File: config.mk
export PLATFORM = sky130hd
export DESIGN_NAME = lbpc_ladder_ctrl
export DESIGN_NICKNAME = d
export VERILOG_FILES = /design/src/verilog/lbpc_pkg.sv /design/src/verilog/lbpc_ladder_ctrl.sv
export VERILOG_INCLUDE_DIRS = /design/src /design/src/verilog
export SDC_FILE = /design/constraint.sdc
export NUM_CORES = 1
export LEC_CHECK = 0
export BUFFER_PORTS_ARGS = -buffer_cell sky130_fd_sc_hd__buf_2
export CAP_MARGIN = 40
export CORE_MARGIN = 8
export CORE_UTILIZATION = 40
export DETAILED_ROUTE_END_ITERATION = 8
export SLEW_MARGIN = 10
export SYNTH_ARGS = -nofsm -noshare
export SYNTH_HDL_FRONTEND = slang
export SYNTH_SLANG_ARGS = --single-unit
File: constraint.sdc
create_clock -name i_clk_sys -period 4.1 [get_ports i_clk_sys]
set_clock_uncertainty 0.1 [all_clocks]
set_input_delay 0.615 -clock i_clk_sys [delete_from_list [all_inputs] [get_ports i_clk_sys]]
set_output_delay 0.615 -clock i_clk_sys [all_outputs]
set_load 0.03 [all_outputs]
File: src/verilog/lbpc_defs.svh
`ifndef LBPC_DEFS_SVH
`define LBPC_DEFS_SVH
// register offsets
`define LBPC_ADDR_LADDER 4'h0
`define LBPC_ADDR_MAIN 4'h1
`define LBPC_ADDR_REF 4'h2
`define LBPC_ADDR_CONTRAST 4'h3
`define LBPC_ADDR_STATUS 4'h4
// ladder_power_switch_control fields
`define LBPC_A_PWR_HI 7
`define LBPC_A_PWR_LO 6
`define LBPC_B_PWR_HI 5
`define LBPC_B_PWR_LO 4
`define LBPC_A_LEN_HI 2
`define LBPC_A_LEN_LO 0
`define LBPC_LADDER_MASK 8'hF7
// display_main_control fields
`define LBPC_MAIN_ACTIVE 7
`define LBPC_MAIN_WFT 6
`define LBPC_MAIN_HALF 5
`define LBPC_MAIN_MUX_HI 1
`define LBPC_MAIN_MUX_LO 0
`define LBPC_MAIN_MASK 8'hE3
// bias_reference_control fields, then the contrast register mask
`define LBPC_REF_EN 7
`define LBPC_REF_FVR 6
`define LBPC_REF_IDLE 5
`define LBPC_REF_PIN_HI 3
`define LBPC_REF_PIN_LO 1
`define LBPC_REF_MASK 8'hEE
`define LBPC_CONTRAST_MASK 8'h07
// timing: 32 kHz tick prescaler, periods per waveform type
`define LBPC_PRESC_W 5
`define LBPC_PERIOD_TYPE_A 5'h0F
`define LBPC_PERIOD_TYPE_B 5'h1F
`define LBPC_RESET_BYTE 8'h00
`define LBPC_ZERO_LEN 3'h0
`define LBPC_PRESC_STEP 5'h01
`define LBPC_LEN_PAD 2'h0
`define LBPC_STATUS_PAD 5'h00
// contrast decode
`define LBPC_CONTRAST_HI 2
`define LBPC_CONTRAST_LO 0
`define LBPC_CONTRAST_SHORT 3'h0
`define LBPC_TAP_BASE 3'h1
`define LBPC_TAP_NONE 7'h00
// multiplex decode
`define LBPC_MUX_STATIC 2'h0
`define LBPC_MUX_HALF 2'h1
`define LBPC_MUX_THIRD 2'h2
`define LBPC_COM_NONE 4'h0
`define LBPC_COM_STATIC 4'h1
`define LBPC_COM_HALF 4'h3
`define LBPC_COM_THIRD 4'h7
`define LBPC_COM_ALL 4'hF
`define LBPC_PIN_OE_IDLE 4'hF
`endif

File: src/verilog/lbpc_pkg.sv
package lbpc_pkg;
  typedef enum logic [1:0] {
    LBPC_PWR_OFF,
    LBPC_PWR_LOW,
    LBPC_PWR_MED,
    LBPC_PWR_HIGH
  } lbpc_power_t;
  typedef enum {
    LBPC_ST_IDLE,
    LBPC_ST_A,
    LBPC_ST_B
  } lbpc_phase_t;
endpackage

File: src/verilog/lbpc_ladder_ctrl.sv
// The implementer's own choices: the register offsets and strobed register access.
`include "lbpc_defs.svh"
module lbpc_ladder_ctrl (
  input wire logic i_clk_sys,
  input wire logic i_rst_n,
  input wire logic [3:0] i_addr,
  input wire logic [7:0] i_wdata,
  input wire logic i_wr,
  input wire logic i_rd,
  input wire logic i_tick_32k,
  input wire logic i_seg_transition,
  input wire logic [3:0] i_pin_direction_bits,
  output logic [7:0] o_rdata,
  output logic [1:0] o_ladder_power,
  output logic o_ladder_connect,
  output logic o_half_bias_short,
  output logic o_interval_a,
  output logic [6:0] o_contrast_tap,
  output logic o_ref_io_supply_en,
  output logic o_ref_fixed_buf_en,
  output logic o_fixed_voltage_ref_req,
  output logic [2:0] o_external_bias_pins_en,
  output logic [3:0] o_common_active,
  output logic [3:0] o_pin_oe_n,
  output logic o_phase_per_slice
);

  logic [7:0] ladder_reg;
  logic [7:0] main_reg;
  logic [7:0] ref_reg;
  logic [7:0] contrast_reg;
  logic [`LBPC_PRESC_W-1:0] presc_reg;
  lbpc_pkg::lbpc_phase_t phase_reg;
  logic [1:0] power_next;
  logic [6:0] tap_next;
  logic [3:0] com_next;
  logic [7:0] rdata_next;

  function automatic logic [3:0] lbpc_com_decode(input logic [1:0] sel);
    case (sel)
      `LBPC_MUX_STATIC: begin
        lbpc_com_decode = `LBPC_COM_STATIC;
      end
      `LBPC_MUX_HALF: begin
        lbpc_com_decode = `LBPC_COM_HALF;
      end
      `LBPC_MUX_THIRD: begin
        lbpc_com_decode = `LBPC_COM_THIRD;
      end
      default: begin
        lbpc_com_decode = `LBPC_COM_ALL;
      end
    endcase
  endfunction

  function automatic logic [`LBPC_PRESC_W-1:0] lbpc_presc_inc(input logic [`LBPC_PRESC_W-1:0] cnt);
    lbpc_presc_inc = cnt + `LBPC_PRESC_STEP;
  endfunction

  wire logic active = main_reg[`LBPC_MAIN_ACTIVE];
  wire logic [2:0] a_interval_length = ladder_reg[`LBPC_A_LEN_HI:`LBPC_A_LEN_LO];
  wire logic [`LBPC_PRESC_W-1:0] period_end =
    main_reg[`LBPC_MAIN_WFT] ? `LBPC_PERIOD_TYPE_B : `LBPC_PERIOD_TYPE_A;
  wire logic ref_en = ref_reg[`LBPC_REF_EN] & active;
  wire logic in_a = (phase_reg == lbpc_pkg::LBPC_ST_A);
  wire logic a_len_zero = (a_interval_length == `LBPC_ZERO_LEN);
  wire logic [`LBPC_PRESC_W-1:0] a_len_wide = {`LBPC_LEN_PAD, a_interval_length};
  wire logic period_wrap = (presc_reg == period_end);
  wire logic a_done = (lbpc_presc_inc(presc_reg) >= a_len_wide);
  wire logic [2:0] contrast_sel = contrast_reg[`LBPC_CONTRAST_HI:`LBPC_CONTRAST_LO];
  wire logic [1:0] power_a_sel = ladder_reg[`LBPC_A_PWR_HI:`LBPC_A_PWR_LO];
  wire logic [1:0] power_b_sel = ladder_reg[`LBPC_B_PWR_HI:`LBPC_B_PWR_LO];
  wire logic ladder_on_next = (power_next != lbpc_pkg::LBPC_PWR_OFF);
  wire logic half_sel = main_reg[`LBPC_MAIN_HALF];
  wire logic wft_sel = main_reg[`LBPC_MAIN_WFT];
  wire logic fvr_sel = ref_en & ref_reg[`LBPC_REF_FVR];
  wire logic buf_idle = ref_reg[`LBPC_REF_IDLE] & ~in_a;
  wire logic [7:0] status_byte = {`LBPC_STATUS_PAD, in_a, o_ladder_power};

  always_ff @(posedge i_clk_sys) begin
    if (!i_rst_n) begin
      ladder_reg <= `LBPC_RESET_BYTE;
    end else if (i_wr && i_addr == `LBPC_ADDR_LADDER) begin
      ladder_reg <= i_wdata & `LBPC_LADDER_MASK;
    end
  end

  always_ff @(posedge i_clk_sys) begin
    if (!i_rst_n) begin
      main_reg <= `LBPC_RESET_BYTE;
    end else if (i_wr && i_addr == `LBPC_ADDR_MAIN) begin
      main_reg <= i_wdata & `LBPC_MAIN_MASK;
    end
  end

  always_ff @(posedge i_clk_sys) begin
    if (!i_rst_n) begin
      ref_reg <= `LBPC_RESET_BYTE;
    end else if (i_wr && i_addr == `LBPC_ADDR_REF) begin
      ref_reg <= i_wdata & `LBPC_REF_MASK;
    end
  end

  always_ff @(posedge i_clk_sys) begin
    if (!i_rst_n) begin
      contrast_reg <= `LBPC_RESET_BYTE;
    end else if (i_wr && i_addr == `LBPC_ADDR_CONTRAST) begin
      contrast_reg <= i_wdata & `LBPC_CONTRAST_MASK;
    end
  end

  // register read mux
  always_comb begin
    case (i_addr)
      `LBPC_ADDR_LADDER: begin
        rdata_next = ladder_reg;
      end
      `LBPC_ADDR_MAIN: begin
        rdata_next = main_reg;
      end
      `LBPC_ADDR_REF: begin
        rdata_next = ref_reg;
      end
      `LBPC_ADDR_CONTRAST: begin
        rdata_next = contrast_reg;
      end
      `LBPC_ADDR_STATUS: begin
        rdata_next = status_byte;
      end
      default: begin
        rdata_next = `LBPC_RESET_BYTE;
      end
    endcase
  end

  // read data stands one cycle
  always_ff @(posedge i_clk_sys) begin
    if (!i_rst_n) begin
      o_rdata <= `LBPC_RESET_BYTE;
    end else if (i_rd) begin
      o_rdata <= rdata_next;
    end else begin
      o_rdata <= `LBPC_RESET_BYTE;
    end
  end

  always_ff @(posedge i_clk_sys) begin
    if (!i_rst_n) begin
      presc_reg <= '0;
    end else if (!active) begin
      presc_reg <= '0;
    end else if (i_seg_transition) begin
      presc_reg <= '0;
    end else if (i_tick_32k) begin
      presc_reg <= period_wrap ? '0 : lbpc_presc_inc(presc_reg);
    end
  end

  always_ff @(posedge i_clk_sys) begin
    if (!i_rst_n) begin
      phase_reg <= lbpc_pkg::LBPC_ST_IDLE;
    end else if (!active) begin
      phase_reg <= lbpc_pkg::LBPC_ST_IDLE;
    end else if (i_seg_transition) begin
      phase_reg <= a_len_zero ? lbpc_pkg::LBPC_ST_B : lbpc_pkg::LBPC_ST_A;
    end else if (i_tick_32k) begin
      case (phase_reg)
        lbpc_pkg::LBPC_ST_IDLE: begin
          phase_reg <= lbpc_pkg::LBPC_ST_B;
        end
        lbpc_pkg::LBPC_ST_A: begin
          if (a_done) begin
            phase_reg <= lbpc_pkg::LBPC_ST_B;
          end
        end
        lbpc_pkg::LBPC_ST_B: begin
          if (period_wrap && !a_len_zero) begin
            phase_reg <= lbpc_pkg::LBPC_ST_A;
          end
        end
        default: begin
          phase_reg <= lbpc_pkg::LBPC_ST_IDLE;
        end
      endcase
    end
  end

  always_comb begin
    case (phase_reg)
      lbpc_pkg::LBPC_ST_A: begin
        power_next = power_a_sel;
      end
      lbpc_pkg::LBPC_ST_B: begin
        power_next = power_b_sel;
      end
      default: begin
        power_next = lbpc_pkg::LBPC_PWR_OFF;
      end
    endcase
    if (!active) begin
      power_next = lbpc_pkg::LBPC_PWR_OFF;
    end
  end

  always_comb begin
    tap_next = `LBPC_TAP_NONE;
    if (contrast_sel != `LBPC_CONTRAST_SHORT) begin
      tap_next[contrast_sel - `LBPC_TAP_BASE] = 1'b1;
    end
    if (!ref_en) begin
      tap_next = `LBPC_TAP_NONE;
    end
  end

  always_comb begin
    if (active) begin
      com_next = lbpc_com_decode(main_reg[`LBPC_MAIN_MUX_HI:`LBPC_MAIN_MUX_LO]);
    end else begin
      com_next = `LBPC_COM_NONE;
    end
  end

  // ladder power output
  always_ff @(posedge i_clk_sys) begin
    if (!i_rst_n) begin
      o_ladder_power <= lbpc_pkg::LBPC_PWR_OFF;
    end else begin
      o_ladder_power <= power_next;
    end
  end

  always_ff @(posedge i_clk_sys) begin
    if (!i_rst_n) begin
      o_ladder_connect <= 1'b0;
    end else begin
      o_ladder_connect <= ladder_on_next;
    end
  end

  always_ff @(posedge i_clk_sys) begin
    if (!i_rst_n) begin
      o_half_bias_short <= 1'b0;
    end else begin
      o_half_bias_short <= half_sel & ladder_on_next;
    end
  end

  // interval A indication
  always_ff @(posedge i_clk_sys) begin
    if (!i_rst_n) begin
      o_interval_a <= 1'b0;
    end else begin
      o_interval_a <= in_a & active;
    end
  end

  always_ff @(posedge i_clk_sys) begin
    if (!i_rst_n) begin
      o_phase_per_slice <= 1'b0;
    end else begin
      o_phase_per_slice <= ~wft_sel;
    end
  end

  // contrast tap output
  always_ff @(posedge i_clk_sys) begin
    if (!i_rst_n) begin
      o_contrast_tap <= `LBPC_TAP_NONE;
    end else begin
      o_contrast_tap <= tap_next;
    end
  end

  always_ff @(posedge i_clk_sys) begin
    if (!i_rst_n) begin
      o_ref_io_supply_en <= 1'b0;
    end else begin
      o_ref_io_supply_en <= ref_en & ~ref_reg[`LBPC_REF_FVR];
    end
  end

  always_ff @(posedge i_clk_sys) begin
    if (!i_rst_n) begin
      o_ref_fixed_buf_en <= 1'b0;
    end else begin
      o_ref_fixed_buf_en <= fvr_sel & ~buf_idle;
    end
  end

  always_ff @(posedge i_clk_sys) begin
    if (!i_rst_n) begin
      o_fixed_voltage_ref_req <= 1'b0;
    end else begin
      o_fixed_voltage_ref_req <= fvr_sel;
    end
  end

  always_ff @(posedge i_clk_sys) begin
    if (!i_rst_n) begin
      o_external_bias_pins_en <= '0;
    end else begin
      o_external_bias_pins_en <= ref_reg[`LBPC_REF_PIN_HI:`LBPC_REF_PIN_LO];
    end
  end

  // active commons output
  always_ff @(posedge i_clk_sys) begin
    if (!i_rst_n) begin
      o_common_active <= `LBPC_COM_NONE;
    end else begin
      o_common_active <= com_next;
    end
  end

  always_ff @(posedge i_clk_sys) begin
    if (!i_rst_n) begin
      o_pin_oe_n <= `LBPC_PIN_OE_IDLE;
    end else begin
      o_pin_oe_n <= ~com_next & i_pin_direction_bits;
    end
  end

endmodule

==> metrics <==
Int Pwr=between 800 and 900 uW; r2r worst-path depth=7; drt first pass iters=7; Worst-path clk slew=0.06 ns; Total Power=about 1100 uW; CORE AREA=0.00631 mm^2; root buf cell=clkbuf_8; final instance area=slightly above 0.003 mm^2; share of layout cells above drive strength 1=between 20% and 30%; initial drt markers=117; Site Rows=29; top-area cell type share of the netlist area=48.5%; Seq/Total Area, Yosys=48.5%; first-pass GRT wire length=10.6 mm; initial antenna violation count=0; Starting Density=41.2%; Hold Fails Final Rpt=0; H-tree levels=3; Reg2Reg Setup Slack=2.04 ns; vias in the first global route=2133; top cells by area, synth=dfxtp_1 49%, ha_1 5.3%, nand2_1 5.1%; Register Area=0.00126 mm^2; power per cell area=367 mW/mm^2; Min Clock Period, post-route=just over 2 ns; post-cts resize count=0; #FFs+latches synth=63; Reg2Reg Launch Point=presc_reg[0]; CP Max Fanout=6; status=finished clean; Final Max Tran Viols=0; Cell Count, Final, Fillers Out=approximately 420; clk buf depth=2; unrepaired setup endpoints after global routing=false; CTS Hold Bufs=0; CP arrival=2.23 ns; Post-synth EDFFs=0; Worst Setup End Kind=flip-flop; Synth Net Count=318; Slowest-stage cell, CP=or4_1; Total GRT Usage=approximately 14%; VDD IR max=0.224 mV; Ys Warns=0; most common cell after layout, fill and taps aside=dfxtp_1; Fill cells=649; drt wl/cell=15.0 um; area of the multi-input gates=roughly 0.0012 mm^2; number of port buffers=56; cell mode on critical path=ha_1; largest net degree at the start of global routing=35; Mapped Cells=approximately 290; Final ANT Viol Nets=0; chain of cells forming the critical path=ha_1, xor2_1, ha_1, nand2b_1, a221oi_2, or4_1, a31oi_1; hold depth=1; Largest stage delay, worst path=0.52 ns; most frequent cells in the layout=63 x dfxtp_1, 56 x buf_2, 35 x nand2_1; syn avg cell area=9.12 um^2; largest area contributor in the netlist=dfxtp_1; Routed WL=around 6.3 mm; Chip Height=approximately 97 um; Worst-Skew Late Latency=0.34 ns; end of the worst hold path=o_ref_io_supply_en; Reg power frac=54.6%; Combinational Power Share=5.4%; CTS tree=yes; Cell Area, Synth=0.00260 mm^2; max_cap viols=0; CP delay by family, top=simple AND/OR/NAND/NOR gates; DP Area=0.00293 mm^2; Post-CTS Setup Repair Bufs=0; post-synthesis to final-layout area growth=19.2%; Vias=2127; Die X=roughly 97 um; worst slew pin tran=a little under 0.9 ns; max reg flops=8; post-route core utilization=just under 50%; diode count=0; CP Class=flip-flop to flip-flop; Distinct cells, synth=44; leak pwr=~0.0013 uW; part of the cycle the worst path needs=50.3%; relative slew slack=41.5%; WP buf/inv=0; Ports=57; Sw Ratio=23.7%; DP HPWL=4.71 mm; setup TNS=0 ns; DR vias/cell=5.03; clock sink count=between 60 and 70; Clk network pwr share=approximately 40%; Worst setup SP type=flip-flop; final setup violation count=0; CTS Buf Count=9; R2R Path End=phase_reg[1]; FFs w/ async S/R, synth=0%; Switch Pwr=270 uW; Post-layout nets=375; DP Cell Count=408; Max Freq=between 400 and 500 MHz; Critical path origin=presc_reg[0]; DR DRC count=0; Worst Hold Class=flip-flop to flip-flop; gr ovfl total=0; hold path start=ref_reg[6]; WP data required=4.26 ns; RePlAce Congestion=0.829; Synth Flop Type=dfxtp_1; full die area=approximately 0.0093 mm^2
[cell usage after synthesis (all sizes together), types with 3 or more instances]
master	count
nand2b	4
dfxtp	63
xor2	4
a22oi	3
and2	5
nor3b	3
buf	3
nor2b	8
nand2	35
clkbuf	7
nor2	27
and3	5
o21ai	10
nand3	19
nor3	4
a21boi	17
inv	14
ha	11
mux2i	10
a21oi	13
[worst max path at each step]
stage,endpoint,cells past startpoint
after CTS,phase_reg[1],7
after floorplan,ladder_reg[7],5
after global routing,ladder_reg[2],5
after detailed placement,ladder_reg[2],5
after global placement,ladder_reg[7],5
final,phase_reg[1],7
[worst register-to-register path, stage by stage, from the launching register on]
cell      delay, ns
dfxtp_1        0.39
ha_1           0.30
xor2_1         0.17
ha_1           0.15
nand2b_1       0.13
a221oi_2       0.06
or4_1          0.52
a31oi_1        0.17
[logic make-up (layout without fill, tap and decap cells)]
| group | count (synthesis) | in the layout | share of synthesized area [%] |
|---|---|---|---|
| AND/OR/NAND/NOR | 120 | 120 | 23.6 |
| flip-flops | 63 | 63 | 48.5 |
| AO/OA/AOI/OAI | 51 | 51 | 13.0 |
| buffers and inverters | 24 | 85 | 3.61 |
| adder cells (fa/ha/maj) | 11 | 11 | 5.30 |
| multiplexers | 11 | 11 | 4.29 |
| XOR/XNOR | 5 | 5 | 1.69 |
[area by class of cell]
cell class | count | share of cell area (%)
clock buffers | 11 | 4.56
multi-input cells | 198 | 40.1
inverters | 14 | 1.70
flip-flops and latches | 63 | 40.7
clock inverters | 4 | 0.727
well taps | 77 | 3.11
repair buffers | 56 | 9.05
[layer usage]
| layer | up-vias | global-route usage, % | wire length [um] |
|---|---|---|---|
| li1 | 1090 | - | - |
| met2 | 58 | 21.5 | 2840 |
| met1 | 968 | 17.0 | 3000 |
| met3 | 11 | 4.98 | 383 |
| met5 | - | 0 | 0 |
| met4 | 0 | 6.04 | 121 |
[stage by stage]
step	hold slack [ns]	setup slack, ns
2_1_floorplan	0.321	2.12
3_3_place_gp	0.368	1.82
3_5_place_dp	0.360	1.70
4_1_cts	0.370	2.03
5_1_grt	0.404	1.90
6_report	0.362	2.04
[power groups by stage]
stage          clock network [uW]  logic [uW]  registers, uW
6_report                      456        61.1            621
5_1_grt                       497        67.2            622
4_1_cts                       466        60.8            621
3_5_place_dp                    0        60.5            635
3_3_place_gp                    0        60.0            635
2_1_floorplan                   0        31.9            640
No activity file was read; power rests on OpenSTA's default activity.
